===== src/estop_pkg.sv =====
// Constants, codes and state encoding for the emergency-stop interlock.
// Assumes a single 200 MHz clock domain; all terminal inputs are already synchronous.
`default_nettype none
package estop_pkg;

  // ==========================================================================
  // Terminal table geometry
  localparam int unsigned TERM_COUNT = 8;
  localparam int unsigned IDX_W      = 3;
  localparam int unsigned CODE_W     = 8;
  localparam int unsigned POL_W      = 2;

  // Terminal 1 and terminal 3 positions (terminal n sits at index n-1)
  localparam logic [IDX_W-1:0] TERM1_IDX = 3'h0;
  localparam logic [IDX_W-1:0] TERM3_IDX = 3'h2;
  localparam logic [IDX_W-1:0] LAST_IDX  = 3'h7;

  // ==========================================================================
  // Function and polarity codes
  localparam logic [CODE_W-1:0] FUNC_TRIP_RESET = 8'h12;  // Code 18, trip reset
  localparam logic [CODE_W-1:0] FUNC_ESTOP      = 8'h40;  // Code 64, emergency stop
  localparam logic [CODE_W-1:0] FUNC_JOG        = 8'h06;  // Code 06, jog_function
  localparam logic [CODE_W-1:0] FUNC_NONE       = 8'hFF;  // No function assigned
  localparam logic [POL_W-1:0]  POL_NO          = 2'h0;   // Normally open
  localparam logic [POL_W-1:0]  POL_NC          = 2'h1;   // Normally closed

  // Trip code shown while the emergency-stop trip is latched (37)
  localparam logic [CODE_W-1:0] ESTOP_TRIP_CODE = 8'h25;
  localparam logic [CODE_W-1:0] NO_TRIP_CODE    = 8'h00;

  // ==========================================================================
  // Timing: copy error indication length
  localparam int unsigned CLK_FREQ_MHZ    = 200;
  localparam int unsigned COPY_ERR_US     = 1000;
  localparam int unsigned COPY_ERR_CYCLES = COPY_ERR_US * CLK_FREQ_MHZ;
  localparam int unsigned COPY_CNT_W      = 20;
  localparam logic [COPY_CNT_W-1:0] COPY_CNT_ZERO = 20'h00000;
  localparam logic [COPY_CNT_W-1:0] COPY_CNT_ONE  = 20'h00001;

  // ==========================================================================
  // Reassignment sequencer states
  typedef enum logic [5:0] {
    ST_IDLE    = 6'h01,
    ST_SCAN_RD = 6'h02,
    ST_SCAN_CK = 6'h04,
    ST_SET_T1  = 6'h08,
    ST_SET_T3  = 6'h10,
    ST_CLR_T3  = 6'h20
  } seq_state_type;

  // Factory function per terminal
  function automatic logic [CODE_W-1:0] factory_func(input logic [IDX_W-1:0] idx);
    if (idx == TERM1_IDX) begin
      return FUNC_TRIP_RESET;
    end else if (idx == TERM3_IDX) begin
      return FUNC_JOG;
    end
    return FUNC_NONE;
  endfunction

endpackage
`default_nettype wire


===== src/term_table_if.sv =====
// Port bundle between the interlock and its terminal function table.
// Assumes one write and one registered read per clock.
`timescale 1ns/1ps
`default_nettype none
interface term_table_if;
  import estop_pkg::*;

  // ==========================================================================
  // Write and read channels
  logic              we;
  logic [IDX_W-1:0]  waddr;
  logic [CODE_W-1:0] wfunc;
  logic [POL_W-1:0]  wpol;
  logic [IDX_W-1:0]  raddr;
  logic [CODE_W-1:0] rfunc;
  logic [POL_W-1:0]  rpol;

  modport owner (output we, waddr, wfunc, wpol, raddr, input rfunc, rpol);
  modport store (input we, waddr, wfunc, wpol, raddr, output rfunc, rpol);
endinterface
`default_nettype wire

===== src/estop_interlock.sv =====
// Emergency-stop interlock: hardware trip path plus terminal function table upkeep.
// Assumes terminal levels are synchronous to ref_clk_in, high meaning contact closed.
`timescale 1ns/1ps
`default_nettype none
// What this block does
// RULE1 - Feature acts only while the enable switch is on; off by default. A trip latched before switch-off stays latched.
// RULE2 - When enabled, terminals 1 and 3 are dedicated; other functions there disabled.
// RULE3 - Enabled terminal 1 is a normally-open reset that clears the trip.
// RULE4 - Enabled terminal 3 released halts switching in hardware and trips.
// RULE5 - Stop removes only power-stage switching, never the device's supply.
// RULE6 - Open or wrong-polarity terminal 3 counts as an emergency stop.
// RULE7 - Only a terminal 1 reset clears the trip; panel clears are ignored.
// RULE8 - Switch on sets terminal 3 to code 64 with polarity 01.
// RULE9 - Any terminal holding code 18 gets polarity forced to 00.
// RULE10 - Switch on clears code 18 elsewhere and places it on terminal 1.
// RULE11 - Switch off after on keeps terminal 1 code 18, terminal 3 none.
// RULE12 - Panel writes assigning code 64 to terminal 3 are refused.
// RULE13 - Copy into enabled unit skips terminals 1 and 3, shows brief error.
// RULE14 - Trip stays latched until terminal 1 reset, even if terminal 3 closes.
module estop_interlock
  import estop_pkg::*;
#(
  parameter int unsigned COPY_ERR_LEN = estop_pkg::COPY_ERR_CYCLES
) (
  input  wire logic                        ref_clk_in,
  input  wire logic                        nrst_in,
  input  wire logic                        estop_enable_switch_in,
  input  wire logic                        trip_reset_input_in,
  input  wire logic                        emergency_stop_input_in,
  input  wire logic                        wr_in,
  input  wire logic                        wr_copy_in,
  input  wire logic [estop_pkg::IDX_W-1:0]  wr_term_in,
  input  wire logic [estop_pkg::CODE_W-1:0] wr_func_in,
  input  wire logic [estop_pkg::POL_W-1:0]  wr_pol_in,
  input  wire logic [estop_pkg::IDX_W-1:0]  rd_term_in,
  output var  logic [estop_pkg::CODE_W-1:0] rd_func_out,
  output var  logic [estop_pkg::POL_W-1:0]  rd_pol_out,
  output var  logic                        gate_enable_out,
  output var  logic                        estop_trip_out,
  output var  logic [estop_pkg::CODE_W-1:0] trip_code_out,
  output var  logic                        device_reset_out,
  output var  logic                        wr_refused_out,
  output var  logic                        copy_error_out,
  output var  logic                        busy_out,
  output var  logic                        estop_assigned_out
);
  import estop_pkg::*;

  // ==========================================================================
  // Helpers

  // Terminals 1 and 3 are reserved while the feature is on
  function automatic logic is_dedicated(input logic [IDX_W-1:0] idx);
    return (idx == TERM1_IDX) || (idx == TERM3_IDX);
  endfunction

  // Polarity that a function code forces on its terminal
  function automatic logic [POL_W-1:0] fix_pol(input logic [CODE_W-1:0] func,
                                               input logic [POL_W-1:0]  pol);
    if (func == FUNC_TRIP_RESET) begin
      return POL_NO; // RULE9
    end else if (func == FUNC_ESTOP) begin
      return POL_NC;
    end
    return pol;
  endfunction

  // ==========================================================================
  // Table instance
  term_table_if tbl_bus ();

  term_table u_table (
    .ref_clk_in (ref_clk_in),
    .nrst_in    (nrst_in),
    .tbl        (tbl_bus.store)
  );

  // ==========================================================================
  // Hardware trip path: no table or software in the loop, so a table update
  // in flight can never delay a stop.
  logic                        trip;
  logic                        next_trip;
  logic                        reset_prev;
  logic                        reset_edge;
  logic                        stop_req;
  logic                        next_gate_enable;
  logic [CODE_W-1:0]           next_trip_code;
  logic                        next_device_reset;

  // Trip set and clear; the set wins when both arrive together
  always_comb begin
    reset_edge = estop_enable_switch_in && trip_reset_input_in && !reset_prev; // RULE3
    // A low level means released, open or miswired: all treated alike
    stop_req   = estop_enable_switch_in && !emergency_stop_input_in; // RULE1 RULE4 RULE6
    next_trip  = trip;
    if (stop_req) begin
      next_trip = 1'b1; // RULE4
    end else if (reset_edge) begin
      next_trip = 1'b0; // RULE7
    end
    // Only the gate drive is withdrawn; no supply control exists here
    next_gate_enable  = !next_trip; // RULE5
    next_trip_code    = next_trip ? ESTOP_TRIP_CODE : NO_TRIP_CODE;
    next_device_reset = reset_edge; // RULE3
  end

  // Trip registers
  always_ff @(posedge ref_clk_in or negedge nrst_in) begin
    if (!nrst_in) begin
      trip             <= 1'b0;
      reset_prev       <= 1'b0;
      gate_enable_out  <= 1'b0;
      estop_trip_out   <= 1'b0;
      trip_code_out    <= NO_TRIP_CODE;
      device_reset_out <= 1'b0;
    end else begin
      trip             <= next_trip; // RULE14
      reset_prev       <= trip_reset_input_in;
      gate_enable_out  <= next_gate_enable;
      estop_trip_out   <= next_trip;
      trip_code_out    <= next_trip_code;
      device_reset_out <= next_device_reset;
    end
  end

  // ==========================================================================
  // Table reassignment sequencer and external writes
  seq_state_type           state;
  seq_state_type           next_state;
  logic [IDX_W-1:0]        scan_idx;
  logic [IDX_W-1:0]        next_scan_idx;
  logic                    applied;
  logic                    next_applied;
  logic                    next_busy;
  logic                    next_refused;
  logic                    copy_start;
  logic                    ext_accept;
  logic                    ext_bad;
  logic [COPY_CNT_W-1:0]   copy_cnt;
  logic [COPY_CNT_W-1:0]   next_copy_cnt;

  // Next state, table port and write screening
  always_comb begin
    next_state    = state;
    next_scan_idx = scan_idx;
    next_applied  = applied;
    tbl_bus.we    = 1'b0;
    tbl_bus.waddr = wr_term_in;
    tbl_bus.wfunc = wr_func_in;
    tbl_bus.wpol  = fix_pol(wr_func_in, wr_pol_in);
    tbl_bus.raddr = (state == ST_IDLE) ? rd_term_in : scan_idx;
    copy_start    = 1'b0;
    ext_accept    = 1'b0;
    next_refused  = 1'b0;
    // Only the switch may place code 64 on terminal 3
    ext_bad = (wr_func_in == FUNC_ESTOP) && (wr_term_in == TERM3_IDX); // RULE12

    unique case (state)
      ST_IDLE: begin
        if (estop_enable_switch_in && !applied) begin
          next_state    = ST_SCAN_RD;
          next_scan_idx = TERM1_IDX;
          next_applied  = 1'b1;
        end else if (!estop_enable_switch_in && applied) begin
          next_state   = ST_CLR_T3;
          next_applied = 1'b0;
        end else if (wr_in) begin
          if (estop_enable_switch_in && is_dedicated(wr_term_in)) begin
            copy_start   = wr_copy_in; // RULE13
            next_refused = !wr_copy_in; // RULE2
          end else if (ext_bad) begin
            next_refused = 1'b1; // RULE12
          end else begin
            ext_accept = 1'b1;
          end
        end
      end
      ST_SCAN_RD: begin
        next_state = ST_SCAN_CK;
      end
      ST_SCAN_CK: begin
        // Reset function found elsewhere is dropped to avoid duplication
        if ((tbl_bus.rfunc == FUNC_TRIP_RESET) && (scan_idx != TERM1_IDX)) begin
          tbl_bus.we    = 1'b1; // RULE10
          tbl_bus.waddr = scan_idx;
          tbl_bus.wfunc = FUNC_NONE;
          tbl_bus.wpol  = tbl_bus.rpol;
        end
        if (scan_idx == LAST_IDX) begin
          next_state = ST_SET_T1;
        end else begin
          next_state    = ST_SCAN_RD;
          next_scan_idx = IDX_W'(scan_idx + 3'h1);
        end
      end
      ST_SET_T1: begin
        tbl_bus.we    = 1'b1; // RULE10
        tbl_bus.waddr = TERM1_IDX;
        tbl_bus.wfunc = FUNC_TRIP_RESET;
        tbl_bus.wpol  = fix_pol(FUNC_TRIP_RESET, POL_NC); // RULE9
        next_state    = ST_SET_T3;
      end
      ST_SET_T3: begin
        tbl_bus.we    = 1'b1; // RULE8
        tbl_bus.waddr = TERM3_IDX;
        tbl_bus.wfunc = FUNC_ESTOP;
        tbl_bus.wpol  = POL_NC;
        next_state    = ST_IDLE;
      end
      ST_CLR_T3: begin
        // Terminal 1 stays as assigned; terminal 3 polarity is kept
        tbl_bus.we    = 1'b1; // RULE11
        tbl_bus.waddr = TERM3_IDX;
        tbl_bus.wfunc = FUNC_NONE;
        tbl_bus.wpol  = POL_NC;
        next_state    = ST_IDLE;
      end
    endcase

    if (ext_accept) begin
      tbl_bus.we = 1'b1;
    end
    // Writes while the sequencer runs, or in the cycle it starts, are turned away
    if (((state != ST_IDLE) || (next_state != ST_IDLE)) && wr_in) begin
      next_refused = 1'b1;
    end
    next_busy = (next_state != ST_IDLE);
  end

  // Copy error indication, retriggered by each skipped copy entry
  always_comb begin
    if (copy_start) begin
      next_copy_cnt = COPY_CNT_W'(COPY_ERR_LEN); // RULE13
    end else if (copy_cnt != COPY_CNT_ZERO) begin
      next_copy_cnt = COPY_CNT_W'(copy_cnt - COPY_CNT_ONE);
    end else begin
      next_copy_cnt = COPY_CNT_ZERO;
    end
  end

  // Sequencer and indication registers
  always_ff @(posedge ref_clk_in or negedge nrst_in) begin
    if (!nrst_in) begin
      state              <= ST_IDLE;
      scan_idx           <= TERM1_IDX;
      applied            <= 1'b0;
      copy_cnt           <= COPY_CNT_ZERO;
      busy_out           <= 1'b0;
      wr_refused_out     <= 1'b0;
      copy_error_out     <= 1'b0;
      estop_assigned_out <= 1'b0;
    end else begin
      state              <= next_state;
      scan_idx           <= next_scan_idx;
      applied            <= next_applied;
      copy_cnt           <= next_copy_cnt;
      busy_out           <= next_busy;
      wr_refused_out     <= next_refused;
      copy_error_out     <= (next_copy_cnt != COPY_CNT_ZERO);
      estop_assigned_out <= next_applied;
    end
  end

  // Read data leave the table straight from its output register
  assign rd_func_out = tbl_bus.rfunc;
  assign rd_pol_out  = tbl_bus.rpol;

endmodule // estop_interlock
`default_nettype wire


===== src/term_table.sv =====
// Terminal function and contact polarity table, eight entries.
// Assumes the owner serialises writes; read data appear one clock after the address.
`timescale 1ns/1ps
`default_nettype none
module term_table
  import estop_pkg::*;
(
  input  wire logic   ref_clk_in,
  input  wire logic   nrst_in,
  term_table_if.store tbl
);

  // ==========================================================================
  // Storage
  logic [CODE_W-1:0] func_mem [TERM_COUNT];
  logic [POL_W-1:0]  pol_mem  [TERM_COUNT];
  logic [CODE_W-1:0] next_func_mem [TERM_COUNT];
  logic [POL_W-1:0]  next_pol_mem  [TERM_COUNT];

  // Single write port; untouched entries hold
  always_comb begin
    for (int i = 0; i < TERM_COUNT; i++) begin
      next_func_mem[i] = func_mem[i];
      next_pol_mem[i]  = pol_mem[i];
    end
    if (tbl.we) begin
      next_func_mem[tbl.waddr] = tbl.wfunc;
      next_pol_mem[tbl.waddr]  = tbl.wpol;
    end
  end

  // Factory contents on reset, registered read data
  always_ff @(posedge ref_clk_in or negedge nrst_in) begin
    if (!nrst_in) begin
      for (int i = 0; i < TERM_COUNT; i++) begin
        func_mem[i] <= factory_func(IDX_W'(i));
        pol_mem[i]  <= POL_NO;
      end
      tbl.rfunc <= FUNC_NONE;
      tbl.rpol  <= POL_NO;
    end else begin
      for (int i = 0; i < TERM_COUNT; i++) begin
        func_mem[i] <= next_func_mem[i];
        pol_mem[i]  <= next_pol_mem[i];
      end
      tbl.rfunc <= func_mem[tbl.raddr];
      tbl.rpol  <= pol_mem[tbl.raddr];
    end
  end

endmodule // term_table
`default_nettype wire


===== config.mk =====
export PLATFORM = sky130hd
export DESIGN_NAME = estop_interlock
export DESIGN_NICKNAME = d
export VERILOG_FILES = /design/src/estop_pkg.sv /design/src/term_table_if.sv /design/src/estop_interlock.sv /design/src/term_table.sv
export SDC_FILE = /design/constraint.sdc
export NUM_CORES = 1
export LEC_CHECK = 0
export ABC_AREA = 0
export BUFFER_PORTS_ARGS = -buffer_cell sky130_fd_sc_hd__buf_2
export CAP_MARGIN = 20
export CORE_UTILIZATION = 50
export DETAILED_ROUTE_END_ITERATION = 8
export PLACE_DENSITY = 0.68
export SLEW_MARGIN = 10
export SYNTH_ARGS = -nofsm -noshare
export SYNTH_HDL_FRONTEND = slang
export SYNTH_SLANG_ARGS = --single-unit

===== constraint.sdc =====
create_clock -name ref_clk_in -period 3.29 [get_ports ref_clk_in]
set_input_delay 0.1645 -clock ref_clk_in [delete_from_list [all_inputs] [get_ports ref_clk_in]]
set_output_delay 0.1645 -clock ref_clk_in [all_outputs]
set_load 0.01 [all_outputs]

==> results by group, run 1 <==
Outcome
  • Status: finished, final reports clean

Min path
  • Hold Startpoint: estop_enable_switch_in
  • Worst Hold Path EP: device_reset_out
  • Hold Path Stages: 3
  • HP Class: in2reg

Floorplanning
  • Die Span Y: 118 µm
  • Initial Utilization: 51.2%
  • Rows: 42
  • Core ar.: between 0.01 and 0.015 mm²
  • Ports: 48
  • Die area: ~0.014 mm²
  • Die width: 118 µm

Routing
  • Drt initial violations: 303
  • Via count: 4834
  • Final wirelength: 15700 µm
  • Per-cell routed wire length: 18.4 µm
  • Drt first pass iters: 5
  • DRC viols: 0
  • Vias per inst: around 5.6
  • Post-route ant nets: 0

CTS
  • H-tree levels: 4
  • Post-CTS Repair Setup Buffers: 0
  • CTS Buffer Depth: 2
  • Root buffer cell: clkbuf_16
  • Clock transition at path regs: 0.06 ns
  • Clock Latency Late Sink: 0.42 ns
  • Post_cts resized: 0
  • Sink Count: between 100 and 150
  • TritonCTS clock tree: yes
  • CTS buffer count: 17

STA
  • Rel. slew slack: between 50% and 60%
  • Min Tclk post-route: 2.78 ns
  • Final Hold Fails: 0
  • Final worst slack: 0.514 ns
  • Setup TNS Final: 0 ns
  • Crit share post-route: 84.4%
  • Max-slew violations: 0
  • Worst clock skew: 0.00706 ns
  • Final Setup Violations: 0
  • Max Fclk: ~360 MHz
  • Unrepaired setup endpoints after global routing: no
  • Worst slew pin tran: 0.710 ns

Setup path
  • Reg2reg setup slack: a little over 0.5 ns
  • Reg2Reg Capture Point: u_table.func_mem[29]
  • Worst setup EP type: register
  • Worst EP required: 3.63 ns
  • R2r startpoint: u_table.tbl.rfunc[1]
  • Crit Path Max Fanout: 11
  • Setup Crit Path Kind: reg2reg
  • CP Launch Type: register
  • R2R depth: 8
  • Critical path arrival: 3.12 ns

Logic synthesis
  • Register area share after synthesis: 48.2%
  • Post-synthesis instance total: 615
  • Ys async rst share: 100%
  • Synth Register Bits: 127
  • Synthesized cell area: slightly below 0.007 mm²
  • Number of flops mapped to enable cells by yosys: 0
  • Predominant post-synthesis flop cell: dfrtp_1
  • Synth warnings: 0
  • Avg Inst Size Synth: 11.0 µm²
  • Yosys cell types: 65

Placed design
  • Pre-CTS setup slack: 0.480 ns
  • I/O Buffers: 42
  • Final HPWL DP: 10500 µm
  • RePlAce Congestion: 0.848

Power and ir drop
  • Power per cell area: 924 mW/mm²
  • Leakage: roughly 0.0037 µW
  • Gate power share: 35.1%
  • Clock power frac: around a quarter
  • Worst vdd ir: 415 µV
  • Part of the power in registers: 38.5%
  • Psw: 2480 µW
  • Cell internal pwr: roughly 4800 µW
  • Switching Share: 34.2%

Global routing
  • Gr usage total: 24.3%
  • First-pass GRT wire length: 25800 µm
  • Vias in the first global route: 4976
  • Initial antenna violation count: 0
  • Largest net degree at the start of global routing: 83
  • Grt total ovfl: 0

Layout
  • Share of cells above drive strength 1: 28.5%
  • Area grow syn2layout: 16.1%
  • Ant. Diodes: 0
  • Nets: a little under 700

Job
  • Max Cap Violations: 0
==> power groups by stage <==
| stage | Combinational (µW) | Clock (µW) | Sequential (µW) |
|---|---|---|---|
| 2_1_floorplan | 1900 | 0 | 2680 |
| 3_3_place_gp | 2460 | 0 | 2760 |
| 3_5_place_dp | 2530 | 0 | 2800 |
| 4_1_cts | 2550 | 1940 | 2780 |
| 5_1_grt | 2790 | 2020 | 2870 |
| 6_report | 2540 | 1910 | 2790 |
==> through the flow <==
stage                     cells  util, %  total power, µW  hold WS, ns  instance area, µm²
after global routing        856     59.4             7670       0.0418                7840
after CTS                   854     59.1             7270       0.0217                7800
final                       856     59.4             7240       0.0343                7840
after global placement      818     54.3             5220        0.289                7170
after floorplan             619        -             4580       -0.131                6760
after detailed placement    818     54.3             5330        0.293                7170
==> routing by layer <==
layer	vias up	part of all wire (%)	GRT usage, %
li1	2287	-	-
met1	2415	46	31.9
met2	102	48	39.0
met3	30	3.3	4.97
met4	0	2.5	10.2
met5	-	0	0
==> registers in the layout, summed over array words and instances, names as in the netlist, 2 cells and up <==
name / count
copy_cnt: 20
scan_idx: 3
state: 6
u_table.func_mem: 64
u_table.pol_mem: 16
u_table.tbl.rfunc: 8
u_table.tbl.rpol: 2
==> critical path, stage by stage, from the launching register on <==
cell	delay, ns
dfstp_2	0.53
nor4b_1	0.41
buf_4	0.23
and3_1	0.26
nand2_1	0.11
buf_4	0.21
a31oi_1	0.22
nand2_2	0.28
mux2_1	0.42
==> layout make-up <==
cell class	count	area, µm²
Tap cell	176	220
Timing Repair Buffer	64	420
Clock buffer	27	493
Fill cell	1093	5350
Inverter	28	105
Multi-Input combinational cell	429	3240
Sequential cell	127	3250
Clock inverter	5	103
==> cell usage after synthesis (12+ instances only) <==
master / count / area share (%)
mux2i_1: 81 / 12
dfrtp_1: 66 / 24
dfstp_2: 61 / 24
nand2_1: 46 / 2.6
o21ai_0: 41 / 3.0
nor2_1: 39 / 2.2
inv_1: 28 / 1.6
mux2_2: 26 / 4.3
mux2_1: 24 / 4.0
a21oi_1: 16 / 1.2
nand3_1: 14 / 1.0
buf_2: 13 / 0.96
clkbuf_1: 12 / 0.67
==> placed cells by master (no fill, tap or decap), types with 4 or more instances in the layout <==
cell / count
nor3b_1: 5
nor4b_1: 4
o22ai_1: 4
nor4_1: 7
inv_1: 28
and3_1: 5
dfrtp_1: 66
nor2_1: 39
mux2_2: 26
o21ai_0: 41
a21oi_1: 16
o211ai_1: 5
clkbuf_16: 17
dlygate4sd3_1: 4
clkbuf_1: 7
ha_1: 6
a31oi_1: 8
and2_1: 5
nand2b_1: 6
mux2i_1: 79
xor2_1: 11
a211oi_1: 7
nand3_1: 14
mux2_1: 24
dfstp_2: 61
conb_1: 5
xnor2_1: 4
buf_2: 41
nand2_1: 46
buf_4: 17
nor3_1: 6
==> cells by family after synthesis <==
| group | Yosys count | share of synthesized area (%) |
|---|---|---|
| and+or+nand+nor | 168 | 13.6 |
| muxes | 131 | 20.4 |
| DFF | 127 | 48.2 |
| AOI/OAI and AO/OA | 103 | 10.1 |
| buffers and inverters | 63 | 4.36 |
| xor gates and xnor gates | 16 | 2.19 |
| adders and majority gates | 6 | 1.11 |
| other | 1 | 0.0556 |
==> repair_timing <==
item,in CTS,in global routing
setup endpoints to repair,0,0
hold buffers,4,0
endpoints found under the hold margin,55,0
==> worst max path at each step <==
stage / startpoint / to / slack, ns / cells past startpoint
final: u_table.tbl.rfunc[1] / u_table.func_mem[29] / 0.51 / 8
after global routing: state[5] / u_table.func_mem[29] / 0.34 / 6
after global placement: state[5] / u_table.func_mem[43] / 0.53 / 5
after floorplan: u_table.tbl.rfunc[1] / u_table.func_mem[10] / 1.01 / 7
after CTS: state[5] / u_table.func_mem[47] / 0.48 / 5
after detailed placement: state[5] / u_table.func_mem[40] / 0.48 / 5
(Power assumes the default switching activity.)
==> run 2: changes to the inputs <==
--- a/config.mk
+++ b/config.mk
@@ -5,12 +5,12 @@
 export SDC_FILE = /design/constraint.sdc
 export NUM_CORES = 1
 export LEC_CHECK = 0
-export ABC_AREA = 0
+export ABC_AREA = 1
 export BUFFER_PORTS_ARGS = -buffer_cell sky130_fd_sc_hd__buf_2
 export CAP_MARGIN = 20
 export CORE_UTILIZATION = 50
 export DETAILED_ROUTE_END_ITERATION = 8
-export PLACE_DENSITY = 0.68
+export PLACE_DENSITY = 0.71
 export SLEW_MARGIN = 10
 export SYNTH_ARGS = -nofsm -noshare
 export SYNTH_HDL_FRONTEND = slang
==> constraint.sdc (replaced) <==
create_clock -name ref_clk_in -period 2.32 [get_ports ref_clk_in]
set_input_delay 0.116 -clock ref_clk_in [delete_from_list [all_inputs] [get_ports ref_clk_in]]
set_output_delay 0.116 -clock ref_clk_in [all_outputs]
set_load 0.01 [all_outputs]
==> results by group, run 2 <==
Layout
  • Nets: 1054
  • Storage cell area: 0.00325 mm²
  • Share of cells above drive strength 1: 20.6%
  • # fillers: 1240
  • Max reg flops: 64
  • Largest registers: u_table.func_mem x64, copy_cnt x20, u_table.pol_mem x16
  • Area grow syn2layout: 16.2%
  • Commonest non-fill, non-tap cells in the layout: nand2_1 (369), inv_1 (107), nor2_1 (87)
  • Area occupied by multi-input gates: 0.00331 mm²
  • Ant. Diodes: 0
  • Most flop-heavy register: u_table.func_mem
  • Commonest non-fill, non-tap cell in the layout: nand2_1

Placed design
  • I/O Buffers: 42
  • RePlAce Congestion: 0.905
  • Final HPWL DP: approximately 13000 µm

STA
  • Max-slew violations: 0
  • Min Tclk post-route: between 2 and 2.5 ns
  • WHS: 0.234 ns
  • Final Setup Violations: 0
  • Final Hold Fails: 0
  • Setup TNS Final: 0 ns
  • Rel. slew slack: 52.8%
  • Max Fclk: 456 MHz
  • Worst slew pin tran: 0.705 ns
  • Unrepaired setup endpoints after global routing: no
  • Worst clock skew: 0.00645 ns
  • Crit share post-route: 94.5%

Floorplanning
  • Rows: 43
  • Die width: 122 µm
  • Core ar.: approximately 0.014 mm²
  • Die Span Y: 122 µm
  • Ports: 48
  • Initial Utilization: 51.3%
  • Die area: 0.0148 mm²

Routing
  • Via count: 6349
  • Per-cell routed wire length: 15.1 µm
  • Vias per inst: between 5 and 6
  • Final wirelength: ~18000 µm
  • Drt initial violations: 496
  • DRC viols: 0
  • Drt first pass iters: 5
  • Post-route ant nets: 0

Power and ir drop
  • Power per cell area: between 1000 and 1500 mW/mm²
  • Leakage: between 0.004 and 0.005 µW
  • Worst vdd ir: 527 µV

Setup path
  • Worst EP required: between 2 and 3 ns
  • Buffers & Inverters on Critical Path: 4
  • Slowest CP cell: dfstp_2
  • Critical path arrival: 2.49 ns
  • Crit path largest cell delay: 0.56 ns
  • Crit Path Max Fanout: 36
  • Setup Crit Path Kind: reg2reg
  • Worst setup EP type: register
  • Critical path cell sequence: inv_1, nor2_1, nand3_2, inv_2, nand2_1, nand2_2, buf_12, o211ai_1, nand2_1, inv_1, o21ai_0
  • CP Launch Type: register
  • Reg2reg setup slack: 0.13 ns
  • Crit path max-delay family: simple AND/OR/NAND/NOR gates

Logic synthesis
  • Post-synthesis instance total: 954
  • Synth top area cells: dfrtp_1 (23%), dfstp_2 (22%), nand2_1 (19%)
  • Avg Inst Size Synth: 7.50 µm²
  • Register area share after synthesis: 45.5%
  • Predominant post-synthesis flop cell: dfrtp_1
  • Number of flops mapped to enable cells by yosys: 0
  • Synth warnings: 0
  • Count leader, synth: nand2_1
  • Synth Register Bits: 127
  • Dominant cell type by area after synthesis: dfrtp_1
  • Yosys cell types: 41
  • Synthesized cell area: 0.00715 mm²
  • Area share of the largest cell type after synthesis: 23.1%
  • Ys async rst share: between 90% and 100%
  • Commonest cells post-synth: nand2_1 (370), inv_1 (107), nor2_1 (87)

Global routing
  • Gr usage total: between 20% and 30%
  • Vias in the first global route: 5965
  • Largest net degree at the start of global routing: 50
  • Grt total ovfl: 0
  • Initial antenna violation count: 0
  • First-pass GRT wire length: a little over 30000 µm

CTS
  • Clock Latency Late Sink: between 0.4 and 0.5 ns
  • Clock transition at path regs: 0.05 ns
  • H-tree levels: 4
  • CTS buffer count: 17
  • Root buffer cell: clkbuf_16
  • TritonCTS clock tree: yes
  • CTS Buffer Depth: 2
  • Sink Count: between 100 and 150
  • Post-CTS Repair Setup Buffers: 0

Outcome
  • Status: finished, final reports clean

Job
  • Max Cap Violations: 0

Min path
  • HP Class: in2reg
run 2: cells by family after synthesis:
logic type / Yosys count / synth area share, %
other cells: 1 / 0.0524
buf+inv: 141 / 8.45
compound gates: 95 / 8.05
fa+ha+maj: 6 / 1.05
flops: 127 / 45.5
simple gates: 579 / 36.3
xor+xnor: 5 / 0.612
run 2: tightest hold or removal path, stage by stage:
cell	delay (ns)
buf_2	0.09
inv_1	0.06
o21ai_1	0.07
buf_4	0.18
nand2_1	0.07
nand2_1	0.05
run 2: layer usage:
metal	share of wire [%]	wire (µm)	global-route usage [%]
met2	47	8700	44.7
met1	46	8530	35.4
met3	4.4	811	4.40
met4	2.0	374	9.88
met5	0	0	0
run 2: report_power, final:
part	switching [µW]	total (µW)	leakage, µW	internal (µW)
registers	541	3940	0.00145	3400
logic	2630	3990	0.00251	1360
clock network	934	2540	0.000284	1610
run 2: final timing paths:
| check | start | end | cells past startpoint |
|---|---|---|---|
| setup / recovery | state[0] | u_table.tbl.rfunc[7] | 11 |
| setup reg to reg | state[0] | u_table.tbl.rfunc[7] | 11 |
| max in group asynchronous | nrst_in | u_table.func_mem[52] | 3 |
| min in group asynchronous | nrst_in | state[2] | 2 |
| hold reg to reg | reset_prev | device_reset_out | 1 |
| hold / removal | wr_func_in[2] | u_table.func_mem[10] | 6 |
run 2: area by class of cell:
type	count	area share, %
clock buffer	26	6.13
clock inverter	6	0.663
inverter	115	5.38
multi-input combinational	690	39.8
sequential	127	39.2
tap	180	2.71
timing repair buffer	74	6.10
run 2: metrics by stage:
stage | setup WS (ns) | util (%) | area (µm²) | std cells | total power [µW]
final | 0.127 | 59.6 | 8310 | 1218 | 10500
after global routing | 0.00614 | 59.6 | 8310 | 1218 | 11200
after CTS | 0.134 | 59.6 | 8300 | 1218 | 10500
after detailed placement | 0.160 | 55.2 | 7690 | 1181 | 7890
after global placement | 0.166 | 55.2 | 7690 | 1181 | 7830
after floorplan | 0.429 | - | 7170 | 958 | 6590
run 2: what timing repair did:
item                       4_1_cts  5_1_grt
setup endpoints to repair        0        2
gates resized for setup          0        2
hold endpoints to repair        19        0
hold buffers                     5        0
==> run 3: changes to the inputs <==
--- a/config.mk
+++ b/config.mk
@@ -7,10 +7,10 @@
 export LEC_CHECK = 0
 export ABC_AREA = 1
 export BUFFER_PORTS_ARGS = -buffer_cell sky130_fd_sc_hd__buf_2
-export CAP_MARGIN = 20
-export CORE_UTILIZATION = 50
+export CAP_MARGIN = 15
+export CORE_UTILIZATION = 55
 export DETAILED_ROUTE_END_ITERATION = 8
-export PLACE_DENSITY = 0.71
+export PLACE_DENSITY = 0.76
 export SLEW_MARGIN = 10
 export SYNTH_ARGS = -nofsm -noshare
 export SYNTH_HDL_FRONTEND = slang
==> results by group, run 3 (synthesis gave the netlist of run 2 again) <==
Outcome
  • Status: finished, final reports clean

Power and ir drop
  • Clock power frac: approximately 26%
  • Gate power share: 37.0%
  • Psw: a little over 4000 µW
  • Part of the power in registers: 37.2%
  • Worst vdd ir: 738 µV
  • Leakage: 0.00423 µW
  • Switching Share: approximately two fifths
  • Power per cell area: 1280 mW/mm²
  • Cell internal pwr: 6510 µW

Job
  • Max Cap Violations: 0

Routing
  • Via count: 6332
  • Drt initial violations: 534
  • Final wirelength: 18100 µm
  • DRC viols: 0
  • Per-cell routed wire length: 15.0 µm
  • Vias per inst: 5.25
  • Post-route ant nets: 0
  • Drt first pass iters: 5

STA
  • Unrepaired setup endpoints after global routing: yes
  • Final Setup Violations: 0
  • Rel. slew slack: between 60% and 70%
  • Min Tclk post-route: 2.14 ns
  • Worst slew pin tran: 0.597 ns
  • WHS: between 0.1 and 0.15 ns
  • Worst clock skew: 0.00724 ns
  • Crit share post-route: 92.4%
  • Max Fclk: 467 MHz
  • Max-slew violations: 0
  • Final Hold Fails: 0

Global routing
  • Grt met2 use: 46.1%
  • Largest net degree at the start of global routing: 75
  • Vias in the first global route: a little under 6000
  • GRT met3 Usage: 7.27%
  • First-pass GRT wire length: between 20000 and 30000 µm
  • Grt total ovfl: 0
  • Initial antenna violation count: 0
  • Met1 global-route usage: 38.9%
  • Gr usage total: 29.3%
  • Layer with the highest usage: met2

Floorplanning
  • Die width: 116 µm
  • Rows: 41
  • Die Span Y: 116 µm
  • Core ar.: 0.0127 mm²
  • Initial Utilization: 56.4%
  • Die area: 0.0135 mm²
  • Ports: 48

CTS
  • Sink Count: 127
  • TritonCTS clock tree: yes
  • H-tree levels: 4
  • CTS buffer count: 17
  • CTS Buffer Depth: 2
  • Clock transition at path regs: 0.06 ns
  • Clock Latency Late Sink: 0.43 ns
  • Root buffer cell: clkbuf_16

Layout
  • Commonest non-fill, non-tap cell in the layout: nand2_1
  • Largest registers: u_table.func_mem x64, copy_cnt x20, u_table.pol_mem x16
  • Nets: ~1100
  • Share of cells above drive strength 1: 20.7%
  • Area grow syn2layout: 16.0%
  • Commonest non-fill, non-tap cells in the layout: nand2_1 (369), inv_1 (107), nor2_1 (86)
  • Max reg flops: between 60 and 70
  • Final core utilization: 65.5%
  • Ant. Diodes: 0
  • Most flop-heavy register: u_table.func_mem

Setup path
  • Crit Path Max Fanout: 10
  • CP Launch Type: register
  • Worst EP required: 2.63 ns
  • Setup Crit Path Kind: reg2reg
  • Critical path arrival: 2.45 ns
  • Reg2reg setup slack: 0.18 ns
  • R2R depth: 14
  • Worst setup EP type: register

Placed design
  • RePlAce Congestion: 0.904
  • I/O Buffers: 42
  • Final HPWL DP: roughly 13000 µm

Min path
  • HP Class: in2async
## run 3: changes by cell type in the layout (fill, tap and decap cells not counted), sizes merged
cell	previous run	this run
bufinv	1	3
clkbuf	26	21
clkinvlp	0	3
buf	69	65
## run 3: layer usage
layer / routed length (µm) / vias up
met5: 0 / -
met4: 528 / 0
met3: 975 / 35
met2: 8490 / 197
met1: 8140 / 2979
li1: - / 3121
## run 3: power groups by stage
stage	sequential, µW	combinational, µW	clock [µW]
floorplan	3850	2740	0
global placement	3950	3760	0
detailed placement	3960	3830	0
CTS	3950	3880	2770
global route	4050	4430	2870
finish	3960	3930	2730
## run 3: metrics by stage
stage               cell area, µm²  worst slack (ns)  std cells  setup TNS (ns)  total power, µW
floorplan                     7170             0.429        958               0             6590
global placement              7630             0.231       1168               0             7710
detailed placement            7630             0.178       1168               0             7800
CTS                           8290             0.179       1205               0            10600
global route                  8300         -0.000636       1206       -0.000636            11400
finish                        8300             0.177       1206               0            10600
## run 3: final cells by class
class | instances | area [µm²]
Fill cell | 1125 | 4370
Sequential cell | 127 | 3250
Inverter | 115 | 447
Timing Repair Buffer | 70 | 460
Tap cell | 172 | 215
Clock buffer | 21 | 470
Multi-Input combinational cell | 690 | 3310
Clock inverter | 11 | 138
## run 3: worst max-delay path, cell delays in order, from the launching register on
cell and delay [ns]:
dfrtp_1 0.40, inv_1 0.09, ha_1 0.20, nand2_1 0.10, nand4_1 0.10, nor2_2 0.14, nand2_4 0.12, clkinv_4 0.08
nand2_1 0.08, nand2_4 0.14, inv_2 0.07, nor2_2 0.16, nand2_2 0.18, nand2_1 0.11, nand2_1 0.05
## run 3: repair_timing
| item | 4_1_cts | 5_1_grt |
|---|---|---|
| endpoints found under the setup margin | 0 | 12 |
| buffers inserted | 0 | 1 |
| hold buffers | 5 | 0 |
| resized for setup | 0 | 2 |
| hold endpoints to repair | 28 | 0 |
## run 3: path summary, 6_finish.rpt
kind / start / endpoint
worst max-delay path: scan_idx[0] / u_table.pol_mem[6]
worst min-delay path: nrst_in / state[4]
worst max register to register: scan_idx[0] / u_table.pol_mem[6]
worst min register to register: reset_prev / device_reset_out
max in group asynchronous: nrst_in / u_table.func_mem[19]
min in group ref_clk_in: wr_func_in[3] / u_table.func_mem[35]
